<file path="config.mk">
export PLATFORM = sky130hd
export DESIGN_NAME = ppd_pin_waveform
export DESIGN_NICKNAME = d
export VERILOG_FILES = /design/src/pkg/ppd_pkg.sv /design/src/rtl/ppd_density_mod.sv /design/src/rtl/ppd_pin_waveform.sv
export SDC_FILE = /design/constraint.sdc
export NUM_CORES = 1
export LEC_CHECK = 0
export BUFFER_PORTS_ARGS = -buffer_cell sky130_fd_sc_hd__buf_2
export CORE_ASPECT_RATIO = 0.9
export CORE_MARGIN = 4
export CORE_UTILIZATION = 35
export DETAILED_ROUTE_END_ITERATION = 10
export PLACE_DENSITY = 0.55
export SLEW_MARGIN = 10
export SYNTH_ARGS = -nofsm -noshare
export SYNTH_HDL_FRONTEND = slang
export SYNTH_HIERARCHICAL = 1
export SYNTH_SLANG_ARGS = --single-unit
</file>
<file path="constraint.sdc">
create_clock -name ref_clk -period 13.9 [get_ports ref_clk]
set_clock_uncertainty 0.2 [all_clocks]
set_input_delay 4.17 -clock ref_clk [delete_from_list [all_inputs] [get_ports ref_clk]]
set_output_delay 4.17 -clock ref_clk [all_outputs]
set_load 0.01 [all_outputs]
</file>
<file path="src/pkg/ppd_pkg.sv">
// Shared constants, register map and state encoding of the pin waveform engine.
package ppd_pkg;

  // Clock and timing.
  localparam int CLK_PERIOD_NS = 8;
  localparam int PULSE_UNIT_NS = 2000;
  localparam int PREP_NS       = 4000;
  localparam int PWM_CYCLE_NS  = 400000;
  localparam int SLOTS_PER_CYC = 255;

  localparam logic [15:0] PULSE_UNIT_CLKS =
    16'((PULSE_UNIT_NS + CLK_PERIOD_NS - 1) / CLK_PERIOD_NS);
  localparam logic [15:0] PREP_CLKS =
    16'((PREP_NS + CLK_PERIOD_NS - 1) / CLK_PERIOD_NS);
  // Slot length rounds down so a whole cycle never runs past its unit.
  localparam logic [15:0] SLOT_CLKS =
    16'(PWM_CYCLE_NS / (SLOTS_PER_CYC * CLK_PERIOD_NS));
  localparam logic [7:0]  SLOT_LAST = 8'(SLOTS_PER_CYC - 1);
  localparam logic [8:0]  DUTY_FULL = 9'h0ff;

  // Register bus.
  localparam int ADDR_W = 8;
  localparam int DATA_W = 32;

  localparam logic [7:0] OFS_CMD    = 8'h00;
  localparam logic [7:0] OFS_STATUS = 8'h04;
  localparam logic [7:0] OFS_PIN    = 8'h08;
  localparam logic [7:0] OFS_PERIOD = 8'h0c;
  localparam logic [7:0] OFS_DUTY   = 8'h10;
  localparam logic [7:0] OFS_CYCLES = 8'h14;
  localparam logic [7:0] OFS_OUT    = 8'h18;
  localparam logic [7:0] OFS_DIR    = 8'h1c;
  localparam logic [7:0] OFS_LEVEL  = 8'h20;

  // Field positions.
  localparam int CMD_PULSE_BIT = 0;
  localparam int CMD_PWM_BIT   = 1;
  localparam int STAT_BUSY_BIT = 0;
  localparam int STAT_DONE_BIT = 1;

  // Reset values.
  localparam logic [3:0]  PIN_RST    = 4'h0;
  localparam logic [15:0] PERIOD_RST = 16'h0000;
  localparam logic [7:0]  DUTY_RST   = 8'h00;
  localparam logic [7:0]  CYCLES_RST = 8'h00;
  localparam logic [15:0] OUT_RST    = 16'h0000;
  localparam logic [15:0] DIR_RST    = 16'h0000;

  typedef enum logic [2:0] {
    ST_IDLE = 3'b000,
    ST_PREP = 3'b001,
    ST_HOLD = 3'b010,
    ST_PWM  = 3'b011
  } ppd_state_e;

endpackage

</file>
<file path="src/rtl/ppd_density_mod.sv">
// Density modulator: modulo-255 accumulator whose carry is the output bit.
`timescale 1ns/1ps
module ppd_density_mod (
  input  wire logic       clk,     // system clock
  input  wire logic       rst_n,   // synchronised reset, active low
  input  wire logic       clr,     // restart accumulator from zero
  input  wire logic       step,    // advance one bit slot
  input  wire logic [7:0] duty,    // ones per 255 slots
  output logic            bit_o    // current slot level
);
  import ppd_pkg::*;

  typedef struct packed {
    logic [7:0] acc;
    logic       bit_q;
  } ppd_mod_s;

  localparam ppd_mod_s MOD_RST = '{acc: 8'h00, bit_q: 1'b0};

  ppd_mod_s   q_r;
  ppd_mod_s   q_nxt;
  logic [8:0] sum;

  // The carry threshold is 255, not 256, so that exactly duty ones fall in
  // every run of 255 slots.
  always_comb begin
    q_nxt = q_r;
    sum   = {1'b0, (clr ? 8'h00 : q_r.acc)} + {1'b0, duty};
    if (step) begin
      if (sum >= DUTY_FULL) begin
        q_nxt.bit_q = 1'b1;
        q_nxt.acc   = 8'(sum - DUTY_FULL);
      end else begin
        q_nxt.bit_q = 1'b0;
        q_nxt.acc   = sum[7:0];
      end
    end else if (clr) begin
      q_nxt.acc = 8'h00;
    end
  end

  always_ff @(posedge clk or negedge rst_n) begin
    if (!rst_n) begin
      q_r <= MOD_RST;
    end else begin
      q_r <= q_nxt;
    end
  end

  assign bit_o = q_r.bit_q;

endmodule

</file>
<file path="src/rtl/ppd_pin_waveform.sv">
// Pin waveform engine: timed single pulse and density-modulated burst.
//
// Overview of operation
// - A 4-bit pin index picks one of sixteen pins for the operation.
// - Pulse length is a 16-bit count of fixed time units.
// - Pulse forces output, toggles, holds the duration, toggles back.
// - Pulse polarity follows the output latch: low gives positive pulse.
// - Enabling the driver first presents the existing output latch value.
// - A short preparation wait precedes the first toggle.
// - Burst sets the pin to output, back to input after all cycles.
// - Burst takes an 8-bit duty, average level duty over 255.
// - Burst length is an 8-bit count of fixed-length cycles.
// - Each cycle carries ones in the proportion duty over 255.
// - Burst is a fast density sequence of short slots, not one split.
// - After the burst the direction bit is cleared to release the pin.
`timescale 1ns/1ps
module ppd_pin_waveform (
  input  wire logic                       ref_clk,  // system clock
  input  wire logic                       rst_n,    // async reset, low
  input  wire logic [ppd_pkg::ADDR_W-1:0] addr,     // register byte address
  input  wire logic [ppd_pkg::DATA_W-1:0] wr_data,  // write data
  input  wire logic                       wr_en,    // write strobe
  input  wire logic                       rd_en,    // read strobe
  output logic      [ppd_pkg::DATA_W-1:0] rd_data,  // read data, next cycle
  input  wire logic [15:0]                pin_in,   // pin levels
  output logic      [15:0]                pin_out,  // pin drive levels
  output logic      [15:0]                pin_oe,   // pin drive enables
  output logic                            busy,     // operation running
  output logic                            done      // operation ended
);
  import ppd_pkg::*;

  typedef struct packed {
    logic [15:0]       pin_meta;
    logic [15:0]       pin_sync;
    logic [3:0]        pin_sel;
    logic [15:0]       period;
    logic [7:0]        duty;
    logic [7:0]        cycles;
    logic [15:0]       out_latch;
    logic [15:0]       dir;
    logic              done_sticky;
    ppd_state_e        st;
    logic [15:0]       tick;
    logic [15:0]       units;
    logic [7:0]        slot;
    logic [7:0]        cyc;
    logic [15:0]       pin_o;
    logic              busy;
    logic              done;
    logic [DATA_W-1:0] rd_data;
  } ppd_core_s;

  localparam ppd_core_s CORE_RST = '{
    pin_meta:    16'h0000,
    pin_sync:    16'h0000,
    pin_sel:     PIN_RST,
    period:      PERIOD_RST,
    duty:        DUTY_RST,
    cycles:      CYCLES_RST,
    out_latch:   OUT_RST,
    dir:         DIR_RST,
    done_sticky: 1'b0,
    st:          ST_IDLE,
    tick:        16'h0000,
    units:       16'h0000,
    slot:        8'h00,
    cyc:         8'h00,
    pin_o:       OUT_RST,
    busy:        1'b0,
    done:        1'b0,
    rd_data:     32'h0000_0000
  };

  ////////////////////////////////////////////////////////////////////////////

  function automatic logic [15:0] put_bit(input logic [15:0] v,
                                          input logic [3:0]  idx,
                                          input logic        val);
    logic [15:0] r;
    r      = v;
    r[idx] = val;
    return r;
  endfunction

  function automatic logic [15:0] flip_bit(input logic [15:0] v,
                                           input logic [3:0]  idx);
    return put_bit(v, idx, ~v[idx]);
  endfunction

  ////////////////////////////////////////////////////////////////////////////

  logic [1:0] rst_sync_r;
  logic       core_rst_n;

  // Reset is applied at once but released only after two clean edges.
  always_ff @(posedge ref_clk or negedge rst_n) begin
    if (!rst_n) begin
      rst_sync_r <= 2'b00;
    end else begin
      rst_sync_r <= {rst_sync_r[0], 1'b1};
    end
  end

  assign core_rst_n = rst_sync_r[1];

  ////////////////////////////////////////////////////////////////////////////

  ppd_core_s q_r;
  ppd_core_s q_nxt;
  logic      go_pulse;
  logic      go_pwm;
  logic      finish;
  logic      mod_clr;
  logic      mod_step;
  logic      mod_bit;

  ppd_density_mod u_mod (
    .clk   (ref_clk),
    .rst_n (core_rst_n),
    .clr   (mod_clr),
    .step  (mod_step),
    .duty  (q_r.duty),
    .bit_o (mod_bit)
  );

  always_comb begin
    q_nxt    = q_r;
    finish   = 1'b0;
    mod_clr  = 1'b0;
    mod_step = 1'b0;
    q_nxt.done    = 1'b0;
    q_nxt.rd_data = '0;

    q_nxt.pin_meta = pin_in;
    q_nxt.pin_sync = q_r.pin_meta;

    // Starts are taken only while idle; a busy engine ignores them.
    go_pulse = wr_en && (addr == OFS_CMD) && wr_data[CMD_PULSE_BIT] &&
               (q_r.st == ST_IDLE);
    go_pwm   = wr_en && (addr == OFS_CMD) && wr_data[CMD_PWM_BIT] &&
               !wr_data[CMD_PULSE_BIT] && (q_r.st == ST_IDLE);

    // Operand and pin registers are frozen while an operation runs, so the
    // engine never sees its pin or operands change under it.
    if (wr_en && (q_r.st == ST_IDLE)) begin
      case (addr)
        OFS_PIN:    q_nxt.pin_sel   = wr_data[3:0];
        OFS_PERIOD: q_nxt.period    = wr_data[15:0];
        OFS_DUTY:   q_nxt.duty      = wr_data[7:0];
        OFS_CYCLES: q_nxt.cycles    = wr_data[7:0];
        OFS_OUT:    q_nxt.out_latch = wr_data[15:0];
        OFS_DIR:    q_nxt.dir       = wr_data[15:0];
        default:    q_nxt.pin_sel   = q_r.pin_sel;
      endcase
    end

    if (wr_en && (addr == OFS_STATUS) && wr_data[STAT_DONE_BIT]) begin
      q_nxt.done_sticky = 1'b0;
    end

    if (rd_en) begin
      case (addr)
        OFS_STATUS: begin
          q_nxt.rd_data[STAT_BUSY_BIT] = q_r.busy;
          q_nxt.rd_data[STAT_DONE_BIT] = q_r.done_sticky;
        end
        OFS_PIN:    q_nxt.rd_data[3:0]  = q_r.pin_sel;
        OFS_PERIOD: q_nxt.rd_data[15:0] = q_r.period;
        OFS_DUTY:   q_nxt.rd_data[7:0]  = q_r.duty;
        OFS_CYCLES: q_nxt.rd_data[7:0]  = q_r.cycles;
        OFS_OUT:    q_nxt.rd_data[15:0] = q_r.out_latch;
        OFS_DIR:    q_nxt.rd_data[15:0] = q_r.dir;
        OFS_LEVEL:  q_nxt.rd_data[15:0] = q_r.pin_sync;
        default:    q_nxt.rd_data       = '0;
      endcase
    end

    ////////////////////////////////////////////////////////////////////////

    case (q_r.st)
      ST_IDLE: begin
        if (go_pulse) begin
          // The driver comes on showing whatever the latch holds, which
          // can glitch a pulled-up input pin before the timed part.
          q_nxt.dir  = put_bit(q_r.dir, q_r.pin_sel, 1'b1);
          q_nxt.tick = PREP_CLKS - 16'h0001;
          q_nxt.st   = ST_PREP;
        end else if (go_pwm) begin
          if (q_r.cycles == 8'h00) begin
            q_nxt.dir = put_bit(q_r.dir, q_r.pin_sel, 1'b0);
            finish    = 1'b1;
          end else begin
            q_nxt.dir  = put_bit(q_r.dir, q_r.pin_sel, 1'b1);
            q_nxt.tick = SLOT_CLKS - 16'h0001;
            q_nxt.slot = 8'h00;
            q_nxt.cyc  = q_r.cycles;
            q_nxt.st   = ST_PWM;
            mod_clr    = 1'b1;
            mod_step   = 1'b1;
          end
        end
      end
      ST_PREP: begin
        if (q_r.tick != 16'h0000) begin
          q_nxt.tick = q_r.tick - 16'h0001;
        end else if (q_r.period == 16'h0000) begin
          finish = 1'b1;
        end else begin
          // Inverting the latch makes polarity follow its prior value.
          q_nxt.out_latch = flip_bit(q_r.out_latch, q_r.pin_sel);
          q_nxt.units     = q_r.period;
          q_nxt.tick      = PULSE_UNIT_CLKS - 16'h0001;
          q_nxt.st        = ST_HOLD;
        end
      end
      ST_HOLD: begin
        if (q_r.tick != 16'h0000) begin
          q_nxt.tick = q_r.tick - 16'h0001;
        end else if (q_r.units == 16'h0001) begin
          q_nxt.out_latch = flip_bit(q_r.out_latch, q_r.pin_sel);
          finish          = 1'b1;
        end else begin
          q_nxt.units = q_r.units - 16'h0001;
          q_nxt.tick  = PULSE_UNIT_CLKS - 16'h0001;
        end
      end
      ST_PWM: begin
        if (q_r.tick != 16'h0000) begin
          q_nxt.tick = q_r.tick - 16'h0001;
        end else begin
          q_nxt.tick = SLOT_CLKS - 16'h0001;
          if (q_r.slot == SLOT_LAST) begin
            q_nxt.slot = 8'h00;
            if (q_r.cyc == 8'h01) begin
              // Releasing the driver lets the filter capacitor hold.
              q_nxt.dir = put_bit(q_r.dir, q_r.pin_sel, 1'b0);
              finish    = 1'b1;
            end else begin
              q_nxt.cyc = q_r.cyc - 8'h01;
              mod_step  = 1'b1;
            end
          end else begin
            q_nxt.slot = q_r.slot + 8'h01;
            mod_step   = 1'b1;
          end
        end
      end
      default: begin
        q_nxt.st = ST_IDLE;
      end
    endcase

    // The sticky flag is set after the clear above, so an ending that
    // meets a clear in the same cycle is kept.
    if (finish) begin
      q_nxt.st          = ST_IDLE;
      q_nxt.done        = 1'b1;
      q_nxt.done_sticky = 1'b1;
    end

    q_nxt.busy  = (q_nxt.st != ST_IDLE);
    q_nxt.pin_o = q_nxt.out_latch;
    // The first burst cycle shows the latch, because the modulator's bit is
    // stale until its first slot step has been registered.
    if ((q_nxt.st == ST_PWM) && (q_r.st == ST_PWM)) begin
      q_nxt.pin_o = put_bit(q_nxt.out_latch, q_r.pin_sel, mod_bit);
    end
  end

  always_ff @(posedge ref_clk or negedge core_rst_n) begin
    if (!core_rst_n) begin
      q_r <= CORE_RST;
    end else begin
      q_r <= q_nxt;
    end
  end

  ////////////////////////////////////////////////////////////////////////////

  assign rd_data = q_r.rd_data;
  assign pin_out = q_r.pin_o;
  assign pin_oe  = q_r.dir;
  assign busy    = q_r.busy;
  assign done    = q_r.done;

endmodule

</file>
Word level (Yosys, flattened, before mapping) --
Cells that the tools add are included.
Cells by class: add/sub/neg operators 6, magnitude comparators 3, equality and inequality tests 29, mux-type cells 74, bitwise operators 4, reduce and logical (&&, ||, !) cells 31
Operators with widths (count):
- 2-to-1 mux 16 bit | 23
- case mux 16 bit (2 select lines) | 4
- 2-to-1 mux 32 bit | 2
- case mux 16 bit (4 select lines) | 1
- 2-to-1 mux 19 bit | 3
- 2-to-1 mux 8 bit | 5
- 2-to-1 mux 35 bit | 1
- bitwise mux 16 bit | 2
- == test 8 x 5 -> 1 bit, second input constant | 4
- case mux 8 bit (4 select lines) | 1
- subtractor 16 x 1 -> 16 bit, second input constant | 2
- case mux 4 bit (6 select lines) | 1
- 2-to-1 mux 1 bit | 21
- != test 2 bit, second input constant | 10
- bitwise AND 16 bit | 1
- == test 16 x 1 -> 1 bit, second input constant | 1
- == test 8 x 4 -> 1 bit, second input constant | 2
- zero test 16 bit | 1
- zero test 8 bit | 2
- inverter 16 bit | 1
- bitwise OR 16 bit | 1
- case mux 2 bit (8 select lines) | 1
- nonzero test 16 bit | 1
- AND reduction 5 bit | 3
- 33 further kinds | 53
Word-level totals: flip-flop bits (word level) 213, input port bits 60, output and inout port bits 66, word-level logic and storage cells 168

Depth between registers and ports, before layout --
Gate-level depths: netlist (run 1).
depth in word-level cells 13, gate-level depth with buffers 16, mapped depth without buffers 13

By module --
The synthesis (run 1) kept the hierarchy.
Modules (own cells, without submodules):
- ppd_pin_waveform | instances 1, cells each 1001, area an instance 10166.0 um2, sequential area each 4704.5 um2
- ppd_density_mod | instances 1, cells each 131, area an instance 1143.6 um2, sequential area each 225.2 um2

Worst setup path after synthesis (run 1) --
Ideal clock, no wire load.
path kind in2reg, start in addr[1] (netlist name), end reg u_mod/q_r[7] (netlist name), library setup time 126 ps, arrival time 7350 ps, required time 13574 ps, path slack 6224 ps, cell stages on the path 13, path buffers 1, cells stage by stage nor4_4 -> and3_1 -> buf_4 -> nand2_2 -> nor2_1 -> nor2b_1 -> ha_1 -> fa_1 -> ha_1 -> or4b_4 -> nor3_2 -> o21ai_1 -> o32a_1
RTL lines:
- from (decl) | RTL line ppd_pin_waveform.sv:20 | input wire logic [ppd_pkg::ADDR_W-1:0] addr,
- to (signal assigned) | RTL line ppd_density_mod.sv:46 | q_r <= q_nxt;
- to (decl) | RTL line ppd_density_mod.sv:20 | ppd_mod_s q_r;

Worst setup path in the final report (run 1) --
start in addr[1] (netlist name), end reg u_mod.q_r, in the netlist u_mod/bit_o
On the way: cells in the longest elaborated chain, start to end 12, elaborated cells between the ends (all ways) 15, those cells by class add/sub (1); order compare (1); mux (6); reduce/logical (7)
RTL lines:
- zero test 8 bit (*) | RTL line ppd_pin_waveform.sv:139, ppd_pin_waveform.sv:141
- logical AND 1 bit (*) | RTL line ppd_pin_waveform.sv:139, ppd_pin_waveform.sv:141
- logical AND 1 bit (2 in series) | RTL line ppd_pin_waveform.sv:141 | go_pwm = wr_en && (addr == OFS_CMD) && wr_data[CMD_PWM_BIT] &&
- logical AND 1 bit | RTL line ppd_pin_waveform.sv:142 | !wr_data[CMD_PULSE_BIT] && (q_r.st == ST_IDLE);
- 2-to-1 mux 1 bit | RTL line ppd_pin_waveform.sv:189 | end else if (go_pwm) begin
- 2-to-1 mux 1 bit (*) | RTL line ppd_pin_waveform.sv:183 | if (go_pulse) begin
- 2-to-1 mux 1 bit (*) | RTL line ppd_pin_waveform.sv:181 | case (q_r.st)
- via mod_clr | RTL line ppd_pin_waveform.sv:114 | logic mod_clr;
- 2-to-1 mux 8 bit (*)
- adder 8 x 8 -> 9 bit (*) | RTL line ppd_density_mod.sv:28 | sum = {1'b0, (clr ? 8'h00 : q_r.acc)} + {1'b0, duty};
- greater-or-equal comparator 9 x 8 -> 1 bit (*) | RTL line ppd_density_mod.sv:30 | if (sum >= DUTY_FULL) begin
- 2-to-1 mux 9 bit (*) | RTL line ppd_density_mod.sv:30
Mark *: on every way through the listed nets, which the timed path passes. The rest lies on a longest branch. A chain may end at the register's enable or synchronous reset.

==> run summary, run 1 <==
Outcome - completed
WL final - 32,000 um
Avg WL per Cell - 20.3 um
Remaining global-route overflow - 0
Top Ports - 126
Longest Clk Path Bufs - 2
Worst slack, placed - 5000 ps
Number of placed cells counting well taps - 1,547
Worst path cell trace - buf_2 > nor4_4 > and3_1 > nand2_2 > nor2_1 > nor2b_1 > ha_1 > fa_1 > a21o_1 > a22oi_2 > a21o_1 > and2_1 > o21ai_0 > mux2_2
Net Sw Frac - 0.264
Area Overhead vs Synth - 8.61%
# H-tree levels - 4
Count leader, synth - dfrtp_1
Area leader, netlist - dfrtp_1
R2R Path Start - q_r[100]
Detailed router's first-iteration violation count - 848
Post-synth EDFFs - 0
Min-Delay Endpoint - q_r[172]
Slew Limit Fails - 0
Drt pass-1 iters - 5
Pwr Density - 103 nW/um2
Post-synth top cells - dfrtp_1 (197), a21oi_1 (77), nor2_1 (77)
Final #Nets - 1,228
Psw - 333 uW
Worst Reg-to-Reg Cells - 12
Hold Startpoint - q_nxt[172]
Sequential cell fraction of total power - 0.489
Flops & latches, synth - 197
Vias in the first global route - 8,595
Total CTS buffers - 17
RD Place Congestion - 0.849
Final Hold Vio Count - 0
Fin worst setup slack - 5410 ps
Detailed-route via count - 9,022
Largest net degree at the start of global routing - 77
Worst Hold Class - reg2reg
Slowest cell on crit path - nor2_1
Kind of critical path - in2reg
WP data required - 14,040 ps
Crit path buf inv count - 1
Combinational power share - 0.091
Critical path launch point type - input port
Syn. warnings - 6
Postcts setup bufs - 0
Leakage - 0.00536 uW
Clock sinks - 197
Syn avg cell area - 9.99 um2
Setup TNS Final - 0 ps
Distinct cells, synth - 97
Post-DR vias/cell - 5.71
Share of cells above drive strength 1 - 0.196
ANT nets after route - 0
Fmax - 118 MHz
Final period util - 0.611
Crit-path leading delay family - simple AND/OR/NAND/NOR gates
Clk Tree Root Cell - clkbuf_16
Register area share after synthesis - 0.436
CTS tree - done
Internal cell power - 929 uW
First-pass GRT wire length - 50,200 um
Worst-margin pin slew - 1130 ps
Post-synthesis cell area - 11,300 um2
CP peak stage delay - 750 ps
Worst IR drop on VDD - 81.4 uV
R2r setup slk - 8920 ps
Core ar. - 31,900 um2
Post-DP HPWL - 22,600 um
Hold Crit Depth - 0
Slew margin rel. - 0.248
Maxcap violations - 0
Fin cells - 1,580
Fin crit period - 8490 ps
Final design utilization - 0.385
RSZ-0062 raised after global routing - no
# DRC - 0
Die W - 197 um
Post-CTS sizing - 0
Setup violators final - 0
CP Max Fanout - 9
Tot GR Track Use - 0.182
Initial antenna violation count - 1
Die Height - 179 um
Clock power frac - 0.420
Post-synth top flop - dfrtp_1
Total die area - 35,300 um2
Worst path most repeated cell - a21o_1
Endpoint arrival time on the critical path - 8620 ps
Placement Rows - 62
Port bufs - 93
Hold-fix buffers, CTS - 0
Synth area leaders - dfrtp_1 (44%), buf_4 (4.7%), a21oi_1 (3.4%)
Synth Instances - 1,132
Top cell type's share of synthesized area - 0.436
Initial core utilization - 0.355
RR Endpoint - u_mod/bit_o
Reg clk slew, reported paths - 70 ps
Setup crit end kind - register
Worst skew pair latency - 450 ps
Ys async rst share - 1.00
[layout make-up]
class                   count  area [um2]
inverters                  17        63.8
well taps                 416         520
clock buffers              19         453
clock inverters            13         169
fillers                  3187       19600
diodes                      1        2.50
multi-input cells         813        5590
flip-flops and latches    197        4930
repair buffers            104         548
[metrics by stage]
| stage | power (uW) | cell area (um2) | hold slack, ps |
|---|---|---|---|
| after CTS | 1280 | 12300 | 149 |
| final | 1260 | 12300 | 149 |
| after floorplan | 708 | 11400 | 131 |
| after global placement | 742 | 11700 | 133 |
| after detailed placement | 743 | 11700 | 135 |
| after global routing | 1320 | 12300 | 150 |
[power by group through the flow]
stage	sequential, uW	combinational [uW]	clock (uW)
final	617	115	530
after global routing	621	128	567
after CTS	617	115	543
after detailed placement	628	115	0
after global placement	628	114	0
after floorplan	623	84.3	0
[layer usage]
metal / GRT usage / vias to the layer above / part of all wire
li1: - / 4194 / -
met1: 0.268 / 4487 / 0.47
met2: 0.273 / 305 / 0.45
met3: 0.0336 / 34 / 0.063
met4: 0.0546 / 2 / 0.017
met5: 0 / - / 0.00062
[kinds of logic (layout without fill, tap and decap cells)]
family / Yosys count / after routing / synth area share
AND/OR/NAND/NOR: 357 / 357 / 0.180
buffers and inverters: 138 / 153 / 0.0751
adder cells (fa/ha/maj): 18 / 18 / 0.0206
XOR/XNOR: 16 / 16 / 0.0124
multiplexers: 64 / 64 / 0.0701
other: 2 / 19 / 0.000664
flip-flops: 197 / 197 / 0.436
AO/OA/AOI/OAI: 340 / 340 / 0.205
[worst register-to-register path, stage by stage (launching register included)]
cell and delay [ps]:
dfrtp_1 660, nor3_2 580, nand2b_1 220, nor2_1 780, nor2b_1 190, ha_1 310, fa_1 470, a21o_1 230
a22oi_2 220, a21o_1 240, and2_1 280, o21ai_0 180, mux2_2 290
[placed cells by master, fill, tap and decap left out, types with 17 or more instances in the layout]
master / count
dfrtp_1: 196
clkbuf_16: 17
conb_1: 18
a31oi_1: 18
buf_2: 93
mux2_2: 32
inv_1: 17
nand3_1: 29
nor2_1: 76
ha_1: 17
a22oi_1: 44
mux2i_1: 17
a21oi_1: 77
nand2_1: 72
o21ai_0: 64
nor3_1: 33
[sequential cells by signal (all words and copies together), names as in the netlist]
name / count
u_mod/bit_o: 1
q_nxt: 16
done: 1
rst_sync_r: 2
pin_out: 16
u_mod/q_r: 8
pin_oe: 16
rd_data: 16
busy: 1
q_r: 120
[how the worst max path moves through the flow]
stage / start / end / slack, ps / depth (start not counted)
6_report: addr[1] / u_mod/bit_o / 5410 / 14
5_1_grt: addr[1] / u_mod/bit_o / 5150 / 14
4_1_cts: addr[1] / u_mod/bit_o / 5480 / 14
3_5_place_dp: addr[1] / u_mod/bit_o / 5000 / 14
3_3_place_gp: addr[1] / u_mod/q_r[7] / 5070 / 14
2_1_floorplan: addr[1] / u_mod/q_r[7] / 6220 / 13
No activity file was read; power rests on OpenSTA's default activity.
==> inputs of run 2 (changes only) <==
clock period = 8.8 ns   (was 13.9 ns; I/O delays follow)
==> run 2 against run 1 <==
- sequential power is 58% higher
- flip-flop and latch count stayed put
- via count is 0.35% lower
- count of clock-buffer cells in the layout is 2 lower
- worst hold slack better by 2.7 ps
- cell area is 0.26% lower
- core utilization is 0.10 points lower
- cell count hardly changed
- setup slack worse by 3500 ps
- register-to-register slack worse by 5000 ps
- largest cell class unchanged
- highest routed layer unchanged
==> run summary, run 2 (same netlist as run 1, synthesis figures left out) <==
Fin Hold WS - 151 ps (+2.71 ps)
Commonest non-fill, non-tap cells in the layout - dfrtp_1 (196), buf_2 (93), a21oi_1 (77)
Worst skew pair latency - 450 ps (about the same)
Worst Reg-to-Reg Cells - 12 (unchanged)
Critical path launch point type - input port
Clock sinks - 197 (unchanged)
Final period util - 0.778
Avg WL per Cell - 20.4 um (+0.84%)
Postcts setup bufs - 0 (unchanged)
ANT cells - 0 (-1)
Post-DR vias/cell - 5.69 (-0.29%)
Vias in the first global route - 8,689 (+1.1%)
Worst path cell trace - buf_2 > nor4_4 > and3_1 > nand2_2 > nor2_1 > nor2b_1 > ha_1 > fa_1 > a21o_1 > a22oi_2 > a21o_1 > and2_1 > o21ai_0 > mux2_2
Slew margin rel. - 0.260 (+0.0116)
Clk Tree Root Cell - clkbuf_16
Final design utilization - 0.384 (-0.00102)
Reg clk slew, reported paths - 70 ps (about the same)
WL final - 32,300 um (+0.78%)
Final Hold Vio Count - 0 (unchanged)
Endpoint arrival time on the critical path - 6970 ps (-1650 ps)
Die W - 197 um (unchanged)
Slew Limit Fails - 0 (unchanged)
Post-CTS sizing - 0 (unchanged)
CP peak stage delay - 670 ps (-80 ps)
Post-DP HPWL - 22,800 um (+0.79%)
# DRC - 0 (unchanged)
Setup TNS Final - 0 ps (unchanged)
Area Overhead vs Synth - 8.32%
# H-tree levels - 4 (unchanged)
Detailed router's first-iteration violation count - 810 (-4.5%)
Outcome - completed
CTS tree - done
Longest Clk Path Bufs - 2 (unchanged)
First-pass GRT wire length - 50,900 um (+1.4%)
Slowest cell on crit path - nor2_1
Core ar. - 31,900 um2 (unchanged)
Worst Hold Class - reg2reg
Most common cell after layout, fill and taps aside - dfrtp_1
Detailed-route via count - 8,990 (-0.35%)
Share of cells above drive strength 1 - 0.196 (unchanged)
Pwr Density - 160 nW/um2 (+56%)
ANT nets after route - 0 (unchanged)
Hold Crit Depth - 0 (unchanged)
Largest register FFs - 120 (unchanged)
Top Ports - 126 (unchanged)
Total CTS buffers - 17 (unchanged)
R2r setup slk - 3920 ps (-5000 ps)
Setup crit end kind - register
Port bufs - 93 (unchanged)
Setup violators final - 0 (unchanged)
RSZ-0062 raised after global routing - no
Hold-fix buffers, CTS - 0 (unchanged)
Remaining global-route overflow - 0 (unchanged)
Die Height - 179 um (unchanged)
Final #Nets - 1,228 (unchanged)
Kind of critical path - in2reg
Top reg by flops - q_r
Worst IR drop on VDD - 136 uV (+68%)
Tot GR Track Use - 0.183 (+0.00131)
CP Max Fanout - 9 (unchanged)
Worst-margin pin slew - 1110 ps (-17.4 ps)
WP data required - 8930 ps (-5110 ps)
Initial core utilization - 0.355 (unchanged)
Total die area - 35,300 um2 (unchanged)
RD Place Congestion - 0.862 (+1.5%)
Fin crit period - 6840 ps
Largest net degree at the start of global routing - 74 (-3.9%)
Drt pass-1 iters - 5 (unchanged)
Fmax - 146 MHz
Worst path most repeated cell - a21o_1
Initial antenna violation count - 2 (+1)
Placement Rows - 62 (unchanged)
Maxcap violations - 0 (unchanged)
Leakage - 0.00534 uW (-0.32%)
==> run 2: cell count changes in the layout (fill, tap and decap cells not counted) <==
cell        delta
diode_2        -1
inv_6          +2
inv_8          +1
clkinv_4       -1
bufinv_16      -1
clkinvlp_4     +1
clkbuf_8       -2
==> run 2: final cells by class <==
| type | instances | area, um2 |
|---|---|---|
| flip-flops and latches | 197 | 4930 |
| fillers | 3158 | 19600 |
| clock inverters | 15 | 166 |
| repair buffers | 104 | 548 |
| inverters | 17 | 63.8 |
| clock buffers | 17 | 425 |
| well taps | 416 | 520 |
| multi-input cells | 813 | 5590 |
==> run 2: metal layers <==
layer,GRT usage,vias to the layer above,routed length (um)
li1,-,4182,-
met1,0.271,4490,15400
met2,0.278,285,14400
met4,0.0422,4,419
met5,0,-,24
met3,0.0361,29,2080
==> run 2: worst paths after layout <==
kind / startpoint / end
max reg2reg: q_r[100] / u_mod/bit_o
min reg2reg: q_nxt[183] / q_r[183]
max: addr[1] / u_mod/bit_o
min: q_nxt[183] / q_r[183]
max in group asynchronous: rst_n / rst_sync_r[1]
min in group asynchronous: rst_sync_r[1] / q_r[58]
==> run 2: power by group <==
group | total (uW) | switching, uW | internal, uW
clock | 806 | 380 | 426
combinational | 182 | 116 | 66.6
sequential | 976 | 41.4 | 934
==> run 2: metrics by stage <==
stage          setup slack, ps  cell area [um2]  power [uW]  instances
3_5_place_dp              1470            11700        1170       1547
3_3_place_gp              1530            11700        1170       1547
2_1_floorplan             2650            11400        1120       1148
6_report                  1960            12300        1960       1579
4_1_cts                   1950            12300        1980       1579
5_1_grt                   1560            12300        2040       1579
==> run 2: worst max-delay path, delay by kind of cell <==
| family | cells | cell delay, ps |
|---|---|---|
| AND/OR/NAND/NOR | 6 | 2260 |
| adder cells (fa/ha/maj) | 2 | 770 |
| buffers and inverters | 1 | 120 |
| multiplexers | 1 | 290 |
| AO/OA/AOI/OAI | 4 | 890 |
==> inputs of run 3 (changes only) <==
PLACE_DENSITY = 0.57   (was 0.55)
clock period = 5.6 ns   (was 8.8 ns; I/O delays follow)
==> run 3 against run 2 <==
- cell area is 0.44% higher
- core utilization is 0.17 points higher
- combinational power is 58% higher
- worst hold slack worse by 8.4 ps
- register-to-register slack worse by 2700 ps
- non-clock buffer count is 13 higher
- count of clock-buffer cells in the layout is 3 higher
- critical path type unchanged
- critical endpoint is now u_mod/q_r[7]
==> run summary, run 3 (same netlist as run 1, synthesis figures left out) <==
Detailed router's first-iteration violation count - 1,028 (+27%)
Fmax - 199 MHz
Total die area - 35,300 um2 (unchanged)
Port bufs - 93 (unchanged)
Remaining global-route overflow - 0 (unchanged)
ANT nets after route - 0 (unchanged)
Total CTS buffers - 17 (unchanged)
CP peak stage delay - 590 ps (-80 ps)
Leakage - 0.00538 uW (+0.70%)
First-pass GRT wire length - 50,200 um (-1.3%)
Worst Reg-to-Reg Cells - 11 (-1)
Slowest cell on crit path - fa_1
Core ar. - 31,900 um2 (unchanged)
Slew Limit Fails - 0 (unchanged)
Drt pass-1 iters - 5 (unchanged)
Final Hold Vio Count - 0 (unchanged)
Hold-fix buffers, CTS - 0 (unchanged)
Most common cell after layout, fill and taps aside - dfrtp_1
Worst-margin pin slew - 1140 ps (+27.0 ps)
Avg WL per Cell - 20.0 um (-2.0%)
Slew margin rel. - 0.242 (-0.0180)
Vias in the first global route - 8,691 (+0.023%)
Clock sinks - 197 (unchanged)
Postcts setup bufs - 0 (unchanged)
Most crowded layer after global routing - met2
Largest net degree at the start of global routing - 126 (+70%)
RSZ-0062 raised after global routing - no
Reg clk slew, reported paths - 80 ps (about the same)
Initial core utilization - 0.355 (unchanged)
Setup crit end kind - register
Detailed-route via count - 9,085 (+1.1%)
Placement Rows - 62 (unchanged)
Longest Clk Path Bufs - 2 (unchanged)
Worst Hold Class - reg2reg
Worst path most repeated cell - ha_1
Final period util - 0.897
Largest register FFs - 120 (unchanged)
Clk Tree Root Cell - clkbuf_16
Met2 Usage GRT - 0.274 (-0.00371)
Psw - 808 uW (+51%)
Endpoint arrival time on the critical path - 5150 ps (-1820 ps)
Hold Crit Depth - 0 (unchanged)
Number of placed cells counting well taps - 1,560 (+0.84%)
Outcome - completed
Met1 global-route usage - 0.265 (-0.00584)
Fillers - 3,131 (-0.85%)
Worst path depth - 13 (-1)
WP data required - 5720 ps (-3210 ps)
# DRC - 0 (unchanged)
CP Max Fanout - 4 (-5)
CTS tree - done
Crit path buf inv count - 1 (unchanged)
Post-CTS sizing - 0 (unchanged)
Initial antenna violation count - 1 (-1)
Critical path launch point type - input port
Fin crit period - 5020 ps
Combinational power share - 0.097 (+0.004)
Worst skew pair latency - 440 ps (about the same)
Fin cells - 1,593 (+0.89%)
# H-tree levels - 4 (unchanged)
Internal cell power - 2160 uW (+51%)
Post-DR vias/cell - 5.70 (+0.17%)
Post-DP HPWL - 22,700 um (-0.49%)
WL final - 31,900 um (-1.1%)
Fin Hold WS - 143 ps (-8.43 ps)
Setup violators final - 0 (unchanged)
Share of cells above drive strength 1 - 0.204 (+0.00804)
Top reg by flops - q_r
Kind of critical path - in2reg
Tot GR Track Use - 0.180 (-0.00362)
Top Ports - 126 (unchanged)
Setup TNS Final - 0 ps (unchanged)
Commonest non-fill, non-tap cells in the layout - dfrtp_1 (196), buf_2 (93), nor2_1 (76), a21oi_1 (76), nand2_1 (72)
Net Sw Frac - 0.273 (-0.000647)
Tot Pwr - 2960 uW (+51%)
Die W - 197 um (unchanged)
Maxcap violations - 0 (unchanged)
Worst IR drop on VDD - 187 uV (+37%)
Final #Nets - 1,241 (+1.1%)
Clock power frac - 0.385 (-0.025)
Met3 GRT Util - 0.0291 (-0.00699)
Area Overhead vs Synth - 8.80%
Worst path cell trace - buf_2 > nor4_4 > and3_1 > nand2_2 > nor2_1 > nor2b_1 > ha_1 > fa_1 > ha_1 > or4b_4 > nor3_2 > o21ai_1 > o32a_1
Crit-path leading delay family - simple AND/OR/NAND/NOR gates
RD Place Congestion - 0.868 (+0.70%)
Die Height - 179 um (unchanged)
Sequential cell fraction of total power - 0.518 (+0.021)
Pwr Density - 241 nW/um2 (+50%)
[run 3: cell count changes in the layout (fill, tap and decap cells not counted), sizes merged]
cell | before | now
clkinv | 4 | 8
bufinv | 2 | 0
clkinvlp | 2 | 3
clkbuf | 17 | 20
inv | 24 | 18
buf | 104 | 117
diode | 0 | 1
[run 3: final cells by class]
type | instances | area [um2] | share of cell area
Clock buffer | 20 | 447 | 0.0363
Multi-Input combinational cell | 813 | 5600 | 0.455
Antenna cell | 1 | 2.50 | 0.000203
Clock inverter | 12 | 82.6 | 0.00671
Tap cell | 416 | 520 | 0.0423
Timing Repair Buffer | 117 | 658 | 0.0535
Inverter | 17 | 63.8 | 0.00519
Sequential cell | 197 | 4930 | 0.401
[run 3: power by group through the flow]
stage,Sequential [uW],Combinational (uW),Clock [uW]
6_report,1540,288,1140
5_1_grt,1540,318,1220
4_1_cts,1540,287,1170
3_5_place_dp,1560,286,0
3_3_place_gp,1560,283,0
2_1_floorplan,1550,209,0
[run 3: worst reg2reg max path: stages (launching register included)]
cell and delay, ps:
dfrtp_1 660, nor3_2 600, nand2b_1 150, nor2_1 400
nor2b_1 130, ha_1 270, fa_1 600, ha_1 240
or4b_4 490, nor3_2 190, o21ai_1 80, o32a_1 280
[run 3: final timing paths]
kind	endpoint	from	slack, ps
setup / recovery	u_mod/q_r[7]	addr[1]	580
hold / removal	rst_sync_r[1]	rst_sync_r[0]	140
setup reg to reg	u_mod/q_r[7]	q_r[100]	1180
hold reg to reg	rst_sync_r[1]	rst_sync_r[0]	140
max in group asynchronous	q_r[126]	rst_sync_r[1]	3730
min in group asynchronous	done	rst_sync_r[1]	250
[run 3: per-layer routing]
metal / up-vias / share of wire
met5: - / 0.00041
met4: 2 / 0.015
met3: 37 / 0.064
met2: 315 / 0.45
met1: 4519 / 0.47
li1: 4212 / -
[run 3: per-stage QoR]
step | worst slack [ps] | util | instance area (um2)
3_5_place_dp | 161 | 0.369 | 11800
2_1_floorplan | 414 | - | 11400
6_report | 577 | 0.386 | 12300
4_1_cts | 623 | 0.386 | 12300
3_3_place_gp | 179 | 0.369 | 11800
5_1_grt | 378 | 0.386 | 12300
